===== config.mk =====
export PLATFORM = sky130hd
export DESIGN_NAME = smbsc_top
export DESIGN_NICKNAME = d
export VERILOG_FILES = /design/src/core/smbsc_pkg.sv /design/src/core/smbsc_top.sv
export SDC_FILE = /design/constraint.sdc
export NUM_CORES = 1
export LEC_CHECK = 0
export ABC_AREA = 0
export BUFFER_PORTS_ARGS = -buffer_cell sky130_fd_sc_hd__buf_2
export CORE_MARGIN = 8
export CORE_UTILIZATION = 55
export DETAILED_ROUTE_END_ITERATION = 8
export HOLD_SLACK_MARGIN = 0.15
export PLACE_DENSITY = 0.73
export SLEW_MARGIN = 20
export SYNTH_ARGS = -nofsm -noshare
export SYNTH_HDL_FRONTEND = slang
export SYNTH_SLANG_ARGS = --single-unit

===== constraint.sdc =====
create_clock -name ref_clk -period 9.75 [get_ports ref_clk]
set_input_delay 1.95 -clock ref_clk [delete_from_list [all_inputs] [get_ports ref_clk]]
set_output_delay 1.95 -clock ref_clk [all_outputs]
set_load 0.005 [all_outputs]

===== src/core/smbsc_pkg.sv =====
// Constants and types for the shutter motor blockage and slat control block.
// Assumes a 10 MHz ref_clk; the reverse, hold and tick times are converted to cycle counts here.
package smbsc_pkg;

   // ==========================================================================
   // Register map
   localparam logic [3:0] SMBSC_ADDR_CTRL   = 4'h0;
   localparam logic [3:0] SMBSC_ADDR_TIMING = 4'h1;
   localparam logic [3:0] SMBSC_ADDR_STATUS = 4'h2;
   localparam logic [3:0] SMBSC_ADDR_TORQUE = 4'h3;
   localparam logic [3:0] SMBSC_ADDR_RUN    = 4'h4;

   // CTRL fields
   localparam int SMBSC_CTRL_BLK_EN   = 0;
   localparam int SMBSC_CTRL_REV_EN   = 1;
   localparam int SMBSC_CTRL_JOG_EN   = 2;
   localparam int SMBSC_CTRL_SLAT_EN  = 3;
   localparam int SMBSC_CTRL_MTYPE_LO = 4;
   localparam int SMBSC_CTRL_SENS_LO  = 8;
   localparam logic [15:0] SMBSC_CTRL_RESET = 16'h0110;

   // Motor type codes 0..6 and sensitivity 1..6
   localparam logic [2:0] SMBSC_MTYPE_MAX = 3'h6;
   localparam logic [2:0] SMBSC_SENS_MIN  = 3'h1;
   localparam logic [2:0] SMBSC_SENS_MAX  = 3'h6;

   // Torque class per motor type, in torque units (Nm)
   localparam logic [7:0] SMBSC_TORQUE_CLASS [7] = '{
      8'h06, 8'h0a, 8'h0a, 8'h14, 8'h1e, 8'h28, 8'h32};

   // ==========================================================================
   // Timing
   localparam int SMBSC_CLK_HZ     = 10_000_000;
   localparam int SMBSC_REV_MS     = 2000;
   localparam int SMBSC_HOLD_MS    = 1000;
   localparam int SMBSC_TICK_MS    = 100;
   localparam int SMBSC_REV_CYC    = SMBSC_CLK_HZ / 1000 * SMBSC_REV_MS;
   localparam int SMBSC_HOLD_CYC   = SMBSC_CLK_HZ / 1000 * SMBSC_HOLD_MS;
   localparam int SMBSC_TICK_CYC   = SMBSC_CLK_HZ / 1000 * SMBSC_TICK_MS;
   localparam logic [15:0] SMBSC_TILT_RESET  = 16'h000a;
   localparam logic [15:0] SMBSC_SLAT_RESET  = 16'h0005;
   localparam logic [15:0] SMBSC_RUN_RESET   = 16'h0096;

   typedef enum logic [5:0] {
      SMBSC_IDLE  = 6'h01,
      SMBSC_JOG   = 6'h02,
      SMBSC_RUN   = 6'h04,
      SMBSC_HELD  = 6'h08,
      SMBSC_REV   = 6'h10,
      SMBSC_SLAT  = 6'h20
   } smbsc_state_e;

endpackage


===== src/core/smbsc_top.sv =====
// Shutter motor drive control: blockage trip, reverse, jog and slat turn.
// Assumes synchronous button and torque inputs and a one-cycle register port.
`timescale 1ns/100ps

module smbsc_top
   import smbsc_pkg::*;
(
   input  wire logic        ref_clk,
   input  wire logic        reset_n,
   input  wire logic [3:0]  reg_addr,
   input  wire logic [15:0] reg_wdata,
   input  wire logic        reg_wr,
   input  wire logic        reg_rd,
   output logic      [15:0] reg_rdata,
   input  wire logic        btn_up,
   input  wire logic        btn_down,
   input  wire logic        btn_stop,
   input  wire logic        sun_down,
   input  wire logic [7:0]  torque,
   output logic             motor_up,
   output logic             motor_down,
   output logic             blocked
);

   // =========================================================================
   // State
   typedef struct packed {
      logic [15:0]  ctrl;
      logic [15:0]  tilt;
      logic [15:0]  slat;
      logic [15:0]  run;
      logic [15:0]  rdata;
      smbsc_state_e st;
      logic         dir_dn;
      logic         sun;
      logic         blk;
      logic [24:0]  cyc;
      logic [15:0]  ticks;
      logic [15:0]  limit;
      logic         up_o;
      logic         dn_o;
   } smbsc_regs_s;

   smbsc_regs_s r_q;
   smbsc_regs_s r_d;

   function automatic logic [8:0] trip_level(input logic [2:0] mtype,
                                             input logic [2:0] sens);
      logic [2:0] m;
      logic [2:0] s;
      m = (mtype > SMBSC_MTYPE_MAX) ? SMBSC_MTYPE_MAX : mtype;
      s = (sens < SMBSC_SENS_MIN) ? SMBSC_SENS_MIN :
          (sens > SMBSC_SENS_MAX) ? SMBSC_SENS_MAX : sens;
      // Higher sensitivity lowers the trip above the class torque
      trip_level = {1'b0, SMBSC_TORQUE_CLASS[m]}
                   + 9'(({1'b0, SMBSC_TORQUE_CLASS[m]} *
                         9'(7 - 32'(s))) >> 3);
   endfunction

   logic       blk_en;
   logic       rev_en;
   logic       jog_en;
   logic       slat_en;
   logic [2:0] mtype;
   logic [2:0] sens;
   logic       driving;
   logic       overload;
   logic       tick;
   logic       press_up;
   logic       press_dn;

   assign blk_en  = r_q.ctrl[SMBSC_CTRL_BLK_EN];
   assign rev_en  = r_q.ctrl[SMBSC_CTRL_REV_EN];
   assign jog_en  = r_q.ctrl[SMBSC_CTRL_JOG_EN];
   assign slat_en = r_q.ctrl[SMBSC_CTRL_SLAT_EN];
   assign mtype   = r_q.ctrl[SMBSC_CTRL_MTYPE_LO +: 3];
   assign sens    = r_q.ctrl[SMBSC_CTRL_SENS_LO +: 3];
   assign press_up = btn_up & ~btn_down;
   assign press_dn = btn_down & ~btn_up;
   assign driving  = (r_q.st == SMBSC_JOG) || (r_q.st == SMBSC_RUN)
                     || (r_q.st == SMBSC_HELD);
   assign overload = blk_en && driving
                     && ({1'b0, torque} > trip_level(mtype, sens));
   assign tick     = (r_q.cyc == 25'(SMBSC_TICK_CYC - 1));

   // =========================================================================
   // Next state
   always_comb
   begin
      r_d = r_q;
      r_d.up_o = 1'b0;
      r_d.dn_o = 1'b0;

      if (reg_wr)
      begin
         if (reg_addr == SMBSC_ADDR_CTRL)
            r_d.ctrl = reg_wdata;
         else if (reg_addr == SMBSC_ADDR_TIMING)
            r_d.tilt = reg_wdata;
         else if (reg_addr == SMBSC_ADDR_TORQUE)
            r_d.slat = reg_wdata;
         else if (reg_addr == SMBSC_ADDR_RUN)
            r_d.run = reg_wdata;
      end

      r_d.rdata = 16'h0000;
      if (reg_rd)
      begin
         if (reg_addr == SMBSC_ADDR_CTRL)
            r_d.rdata = r_q.ctrl;
         else if (reg_addr == SMBSC_ADDR_TIMING)
            r_d.rdata = r_q.tilt;
         else if (reg_addr == SMBSC_ADDR_STATUS)
            r_d.rdata = {8'h00, r_q.blk, r_q.dir_dn, r_q.st};
         else if (reg_addr == SMBSC_ADDR_TORQUE)
            r_d.rdata = r_q.slat;
         else if (reg_addr == SMBSC_ADDR_RUN)
            r_d.rdata = r_q.run;
      end
      // Status read clears the blockage flag unless it sets again now
      if (reg_rd && reg_addr == SMBSC_ADDR_STATUS)
         r_d.blk = 1'b0;

      r_d.cyc = tick ? 25'h0000000 : r_q.cyc + 25'h0000001;
      if (tick)
         r_d.ticks = r_q.ticks + 16'h0001;

      case (r_q.st)
         SMBSC_IDLE:
         begin
            r_d.ticks = 16'h0000;
            r_d.cyc   = 25'h0000000;
            r_d.sun   = 1'b0;
            if (press_up || press_dn)
            begin
               r_d.dir_dn = press_dn;
               r_d.st     = jog_en ? SMBSC_JOG : SMBSC_RUN;
               r_d.limit  = r_q.run;
            end
            else if (sun_down)
            begin
               r_d.dir_dn = 1'b1;
               r_d.sun    = 1'b1;
               r_d.st     = SMBSC_RUN;
               r_d.limit  = r_q.run;
            end
         end
         SMBSC_JOG:
         begin
            if (!(btn_up || btn_down))
               r_d.st = SMBSC_IDLE;
            else if (tick && r_q.ticks + 16'h0001 >=
                     r_q.tilt + 16'(SMBSC_HOLD_MS / SMBSC_TICK_MS))
               r_d.st = SMBSC_HELD;
         end
         SMBSC_HELD, SMBSC_RUN:
         begin
            if (btn_stop || (tick && r_q.ticks + 16'h0001 >= r_q.limit))
            begin
               r_d.ticks = 16'h0000;
               r_d.cyc   = 25'h0000000;
               if (r_q.dir_dn && slat_en && !r_q.sun)
                  r_d.st = SMBSC_SLAT;
               else
                  r_d.st = SMBSC_IDLE;
            end
         end
         SMBSC_REV:
         begin
            if (r_q.cyc == 25'(SMBSC_REV_CYC - 1))
               r_d.st = SMBSC_IDLE;
            r_d.ticks = 16'h0000;
         end
         SMBSC_SLAT:
         begin
            if (btn_stop || (tick && r_q.ticks + 16'h0001 >= r_q.slat))
               r_d.st = SMBSC_IDLE;
         end
         default:
            r_d.st = SMBSC_IDLE;
      endcase

      if (r_q.st == SMBSC_REV)
         r_d.cyc = r_q.cyc + 25'h0000001;

      if (overload)
      begin
         r_d.blk   = 1'b1;
         r_d.cyc   = 25'h0000000;
         r_d.ticks = 16'h0000;
         if (rev_en)
         begin
            r_d.st     = SMBSC_REV;
            r_d.dir_dn = ~r_q.dir_dn;
         end
         else
            r_d.st = SMBSC_IDLE;
      end

      if (r_d.st == SMBSC_JOG || r_d.st == SMBSC_RUN ||
          r_d.st == SMBSC_HELD || r_d.st == SMBSC_REV)
      begin
         r_d.up_o = ~r_d.dir_dn;
         r_d.dn_o = r_d.dir_dn;
      end
      else if (r_d.st == SMBSC_SLAT)
         r_d.up_o = 1'b1;
   end

   always_ff @(posedge ref_clk or negedge reset_n)
   begin
      if (!reset_n)
      begin
         r_q       <= '0;
         r_q.ctrl  <= SMBSC_CTRL_RESET;
         r_q.tilt  <= SMBSC_TILT_RESET;
         r_q.slat  <= SMBSC_SLAT_RESET;
         r_q.run   <= SMBSC_RUN_RESET;
         r_q.st    <= SMBSC_IDLE;
      end
      else
         r_q <= r_d;
   end

   assign reg_rdata  = r_q.rdata;
   assign motor_up   = r_q.up_o;
   assign motor_down = r_q.dn_o;
   assign blocked    = r_q.blk;
endmodule


=== After elaboration in Yosys (flattened, before gate mapping) ===
Memories as Yosys holds them, arrays and structs flattened.
Cells that the tools add are included.

* Shifts and indexed selects: 0
* Multipliers: 1
* Bitwise logic cells: 10
* $lt $le $gt $ge: 8
* Reduce and logical (&&, ||, !) cells: 28
* Eq/ne operators: 17
* Div/mod/pow operators: 0
* Add/sub/neg operators: 5
* Multiplexer cells: 39

{| class="wikitable"
|+ Operator list
! cell !! count
|-
| $mux W16 || 9
|-
| $mux W25 || 2
|-
| $pmux W25 S2 || 1
|-
| $ge A16 B16 Y1 || 3
|-
| $mux W42 || 1
|-
| $mux W41 || 1
|-
| $mux W6 || 6
|-
| $pmux W16 S2 || 1
|-
| $pmux W6 S5 || 1
|-
| $add A25 B1 Y25 const B || 1
|-
| $eq A25 B20 Y1 const B || 1
|-
| $eq A25 B25 Y1 const B || 1
|-
| $mux W8 || 3
|-
| $add A16 B1 Y16 const B || 1
|-
| $add A16 B4 Y16 const B || 1
|-
| $mux W7 || 2
|-
| $eq A6 B2 Y1 const B || 2
|-
| $eq A6 B3 Y1 const B || 2
|-
| $eq A6 B4 Y1 const B || 2
|-
| $eq A6 B5 Y1 const B || 2
|-
| $eq A6 B6 Y1 const B || 2
|-
| $mux W3 || 4
|-
| $add A8 B6 Y9 || 1
|-
| $gt A8 B9 Y1 || 1
|-
| 25 further kinds || 57
|}

* Memory bits (read-only): 64
* Bits in writable memories: 0
* Word-level logic and storage cells: 123
* Register bits: 148
* Input port bits: 36
* Memories kept: 1
* Output and inout port bits: 19
* Bits in latches: 0

{| class="wikitable"
|+ Memory list
! name !! depth !! bits a word !! read ports !! clocked after Yosys merged registers in !! write ports !! RTL line !! RTL
|-
| (name not given) || 8 || 8 || 1 || 0 || 0 || smbsc_top.sv:56 || <nowiki>+ 9'(({1'b0, SMBSC_TORQUE_CLASS[m]} *</nowiki>
|}

=== Logic depth before layout (Yosys ltp) ===
* Word-level depth: 16
* Gate-level depth with buffers: 29
* Depth with buffers taken out: 27

=== Worst setup path after synthesis ===
No wires, ideal clock.

* Path type: flip-flop to flip-flop
* Start: reg r_q, in the netlist mtype[2]
* End: reg r_q[27] (netlist name)
* Clock period less this slack: 5545 ps
* Slack: 4205 ps
* Data required time: 9678 ps
* Arrival: 5474 ps
* Cell stages (with the launch flop): 27
* Setup time: 72 ps
* Path through: dfrtp_1 clkbuf_1 nand2_1 nand2_1 inv_1 ha_1 o21ai_0 nor2_1 ha_1 fa_1 inv_1 fa_1 inv_1 ha_1 fa_1 a21o_1 a21oi_1 xor2_1 ha_1 nand4_1 o22a_1 o2111ai_1 a21oi_1 or3_1 buf_6 buf_8 nor2_1

{| class="wikitable"
|+ RTL lines
! element !! RTL line !! RTL
|-
| from (decl) || smbsc_top.sv:44 || <nowiki>smbsc_regs_s r_q;</nowiki>
|-
| from (signal assigned) || smbsc_top.sv:222 || <nowiki>r_q <= r_d;</nowiki>
|}

==> results_dict.tcl <==
set metrics [dict create \
    outcome "finished, final reports clean" \
    critPathKind "flip-flop to flip-flop" \
    syn-cell-area_mm2 0.00936 \
    slew_viol_final 0 \
    maxSlewHeadroom_pct 37.2 \
    seq_area_mm2 0.00372 \
    synth.net_count 1110 \
    synth_top_area_cell "dfrtp_1" \
    cts_tree "built" \
    synth_top_area_share_pct 36.6 \
    drtIter0Drc 620 \
    multi_input_area_mm2 0.00507 \
    synth-async-reset-ratio_pct 100 \
    cp_num_buf_inv 3 \
    drt-total-wl_mm 22.0 \
    track_usage_pct 20.8 \
    cp_slowest_cell "fa_1" \
    end_kind "flip-flop" \
    clkLatencyLatePin_ns 0.43 \
    ys_types 71 \
    drc 0 \
    via_count 7261 \
    numPlacedInstances 1213 \
    yosysWarnings 0 \
    cts_hold_buf 0 \
    areaGrowthSynthToFinish_pct 9.48 \
    power.total_mw 2.50 \
    grt_pass1_vias 7201 \
    crit_cells 23 \
    clockBufferDepth 2 \
    worst_path_most_repeated_cell "ha_1" \
    final_cell_area_mm2 0.0102 \
    start_util_pct 56.4 \
    grt_pass1_wl_mm 36.4 \
    crit_chain "nand2_1 -> nand2_1 -> inv_1 -> ha_1 -> o21ai_0 -> nor2_1 -> ha_1 -> fa_1 -> inv_1 -> fa_1 -> inv_1 -> ha_1 -> fa_1 -> a21o_1 -> a21oi_1 -> xor2_1 -> ha_1 -> nand4_1 -> o22a_1 -> o2111ai_1 -> a21oi_1 -> or3_1 -> nor2_1" \
    dpl.hpwl_mm 16.0 \
    synth-seq-cells 148 \
    antenna_found_initial 0 \
    via_per_inst 5.83 \
    finClkSkew_ns 0.00990 \
    peakVddDrop_mv 0.234 \
    fmax_mhz 163 \
    worst_ep_arrival_time_ns 6.42 \
    cpPeakStageDelay_ns 0.57 \
    synth_edf_count 0 \
    cts.sinks 148 \
    ys.flop_type "dfrtp_1" \
    drive_gt1_share_pct 16.3 \
    grt_max_degree 78 \
    setup_tns_ns 0 \
    io_pins 55 \
    ctsResizeCount 0 \
    cts_buffers 17 \
    portBuffers 54 \
    avgRoutedWirePerCell_um 17.6 \
    root_buffer "clkbuf_16" \
    ff2ff_path_depth 23 \
    diodes 0 \
    layout.cells.non_filler 1245 \
    power.density_mw_per_mm2 244 \
    postCtsSetupRepairBufs 0 \
    place_area_mm2 0.00964 \
    postSynthAreaPerCell_um2 9.46 \
    setup_violations 0 \
    core_area_mm2 0.0166 \
    htreeDepth 4 \
    die_h_um 146 \
    fillCellCount 1382 \
    period_needed_ns 6.13 \
    final_core_util_pct 61.8 \
    dieArea_mm2 0.0214 \
    tightest_slew_ns 0.933 \
    min_period_over_period_pct 62.9 \
    drt-pass1-iter-count 7 \
    cp_max_fo 16 \
    start_kind "flip-flop" \
    clk_pin_slew_worst_paths_ns 0.06 \
    hold_path_depth 2 \
    nets 1133 \
    die_w_um 146 \
    drv_cap 0 \
    yosysSeqAreaShare_pct 39.7 \
    rows 47 \
    rsz0062_at_grt "no" \
    synthCells 989 \
    hp-class "flip-flop to flip-flop" \
    critPathTopFamily "adder cells" \
    synthTopCellsByArea "dfrtp_1 37%, ha_1 11%, mux2_2 5.9%" \
    antenna_left 0 \
    p_leak_nw 4.88 \
    finalHoldViolCount 0 \
    gr-total-overflow 0 \
    gp_congestion 0.843 \
    crit_required_ns 10.03 \
]
## Yosys cell counts (7+ instances only)
| cell | instances |
|---|---|
| dfrtp_1 | 137 |
| buf_2 | 7 |
| o21ai_0 | 58 |
| nand4_1 | 20 |
| nor2b_1 | 10 |
| buf_4 | 19 |
| inv_1 | 72 |
| a21oi_1 | 53 |
| xor2_1 | 43 |
| a22oi_1 | 14 |
| and3_1 | 9 |
| ha_1 | 81 |
| nor3_1 | 15 |
| clkbuf_1 | 25 |
| dfstp_2 | 11 |
| nand2_1 | 85 |
| xnor2_1 | 31 |
| a21o_1 | 14 |
| mux2_2 | 49 |
| nor2_1 | 94 |
| and2_1 | 7 |
| nand3_1 | 26 |
| o22ai_1 | 15 |
## registers in the layout, indices dropped and copies added, names as in the netlist
name / count
r_q: 124
reg_rdata: 16
mtype: 3
blk_en: 1
blocked: 1
jog_en: 1
motor_down: 1
motor_up: 1
## worst paths after layout
kind                                 startpoint                     end  slack (ns)
min                         r_q[60]$_DFFE_PN0P_     r_q[60]$_DFFE_PN0P_        0.47
max in group asynchronous               reset_n  reg_rdata[0]$_DFF_PN0_        6.81
max                        mtype[2]$_DFFE_PN0P_       r_q[29]$_DFF_PN0_        3.62
max reg2reg                mtype[2]$_DFFE_PN0P_       r_q[29]$_DFF_PN0_        3.62
min reg2reg                 r_q[60]$_DFFE_PN0P_     r_q[60]$_DFFE_PN0P_        0.47
min in group asynchronous               reset_n       r_q[57]$_DFF_PN0_        1.57
## worst min-delay path: stages (launching register included)
cell	delay [ns]
dfrtp_1	0.34
nand2_1	0.05
nand2_1	0.05
## cell usage in the layout (no fill, tap or decap), types with 11 or more instances in the layout
| master | synthesis | routed |
|---|---|---|
| a22oi_1 | 14 | 14 |
| xnor2_1 | 31 | 31 |
| inv_1 | 72 | 72 |
| nor3_1 | 15 | 14 |
| o21ai_0 | 58 | 58 |
| nand4_1 | 20 | 20 |
| clkbuf_16 | 0 | 17 |
| nand2_1 | 85 | 85 |
| nor2_1 | 94 | 94 |
| nand3_1 | 26 | 26 |
| a21oi_1 | 53 | 53 |
| buf_2 | 7 | 53 |
| dfstp_2 | 11 | 11 |
| o22ai_1 | 15 | 15 |
| mux2_2 | 49 | 49 |
| a21o_1 | 14 | 14 |
| dfrtp_1 | 137 | 137 |
| xor2_1 | 43 | 43 |
| ha_1 | 81 | 81 |
## stage by stage
| stage | hold slack (ns) | setup slack, ns |
|---|---|---|
| after global routing | 0.498 | 3.17 |
| after floorplan | 0.430 | 4.20 |
| after CTS | 0.479 | 3.61 |
| after detailed placement | 0.464 | 3.62 |
| final | 0.470 | 3.62 |
| after global placement | 0.454 | 3.81 |
## cell families (layout without fill, tap and decap cells)
logic type      after synthesis  count (layout)  synth area share [%]
flops                       148             148                  39.7
mux                          55              55                  6.54
xor+xnor                     74              74                  6.93
compound gates              194             194                  13.0
buf+inv                     126             162                  6.11
fa+ha+maj                    87              87                  11.9
simple gates                305             305                  15.8
## final cells by class
type / instances / area share (%)
clock buffers: 17 / 4.15
clock inverters: 15 / 1.76
flip-flops and latches: 148 / 36.3
repair buffers: 57 / 2.92
inverters: 73 / 2.67
well taps: 220 / 2.69
multi-input cells: 715 / 49.5
## routing by layer
layer	global-route usage (%)	vias to the layer above	part of all wire (%)
li1	-	3481	-
met2	33.9	217	47
met3	4.85	38	5.5
met1	26.9	3525	45
met4	6.23	0	2.1
met5	0	-	0
## power breakdown
| group | switching [mW] | total [mW] | leakage, nW | internal, mW |
|---|---|---|---|---|
| registers | 0.114 | 0.853 | 1.90 | 0.739 |
| clock network | 0.290 | 0.680 | 0.302 | 0.390 |
| logic | 0.557 | 0.969 | 2.68 | 0.412 |
Power figures use the tool's default switching activity.
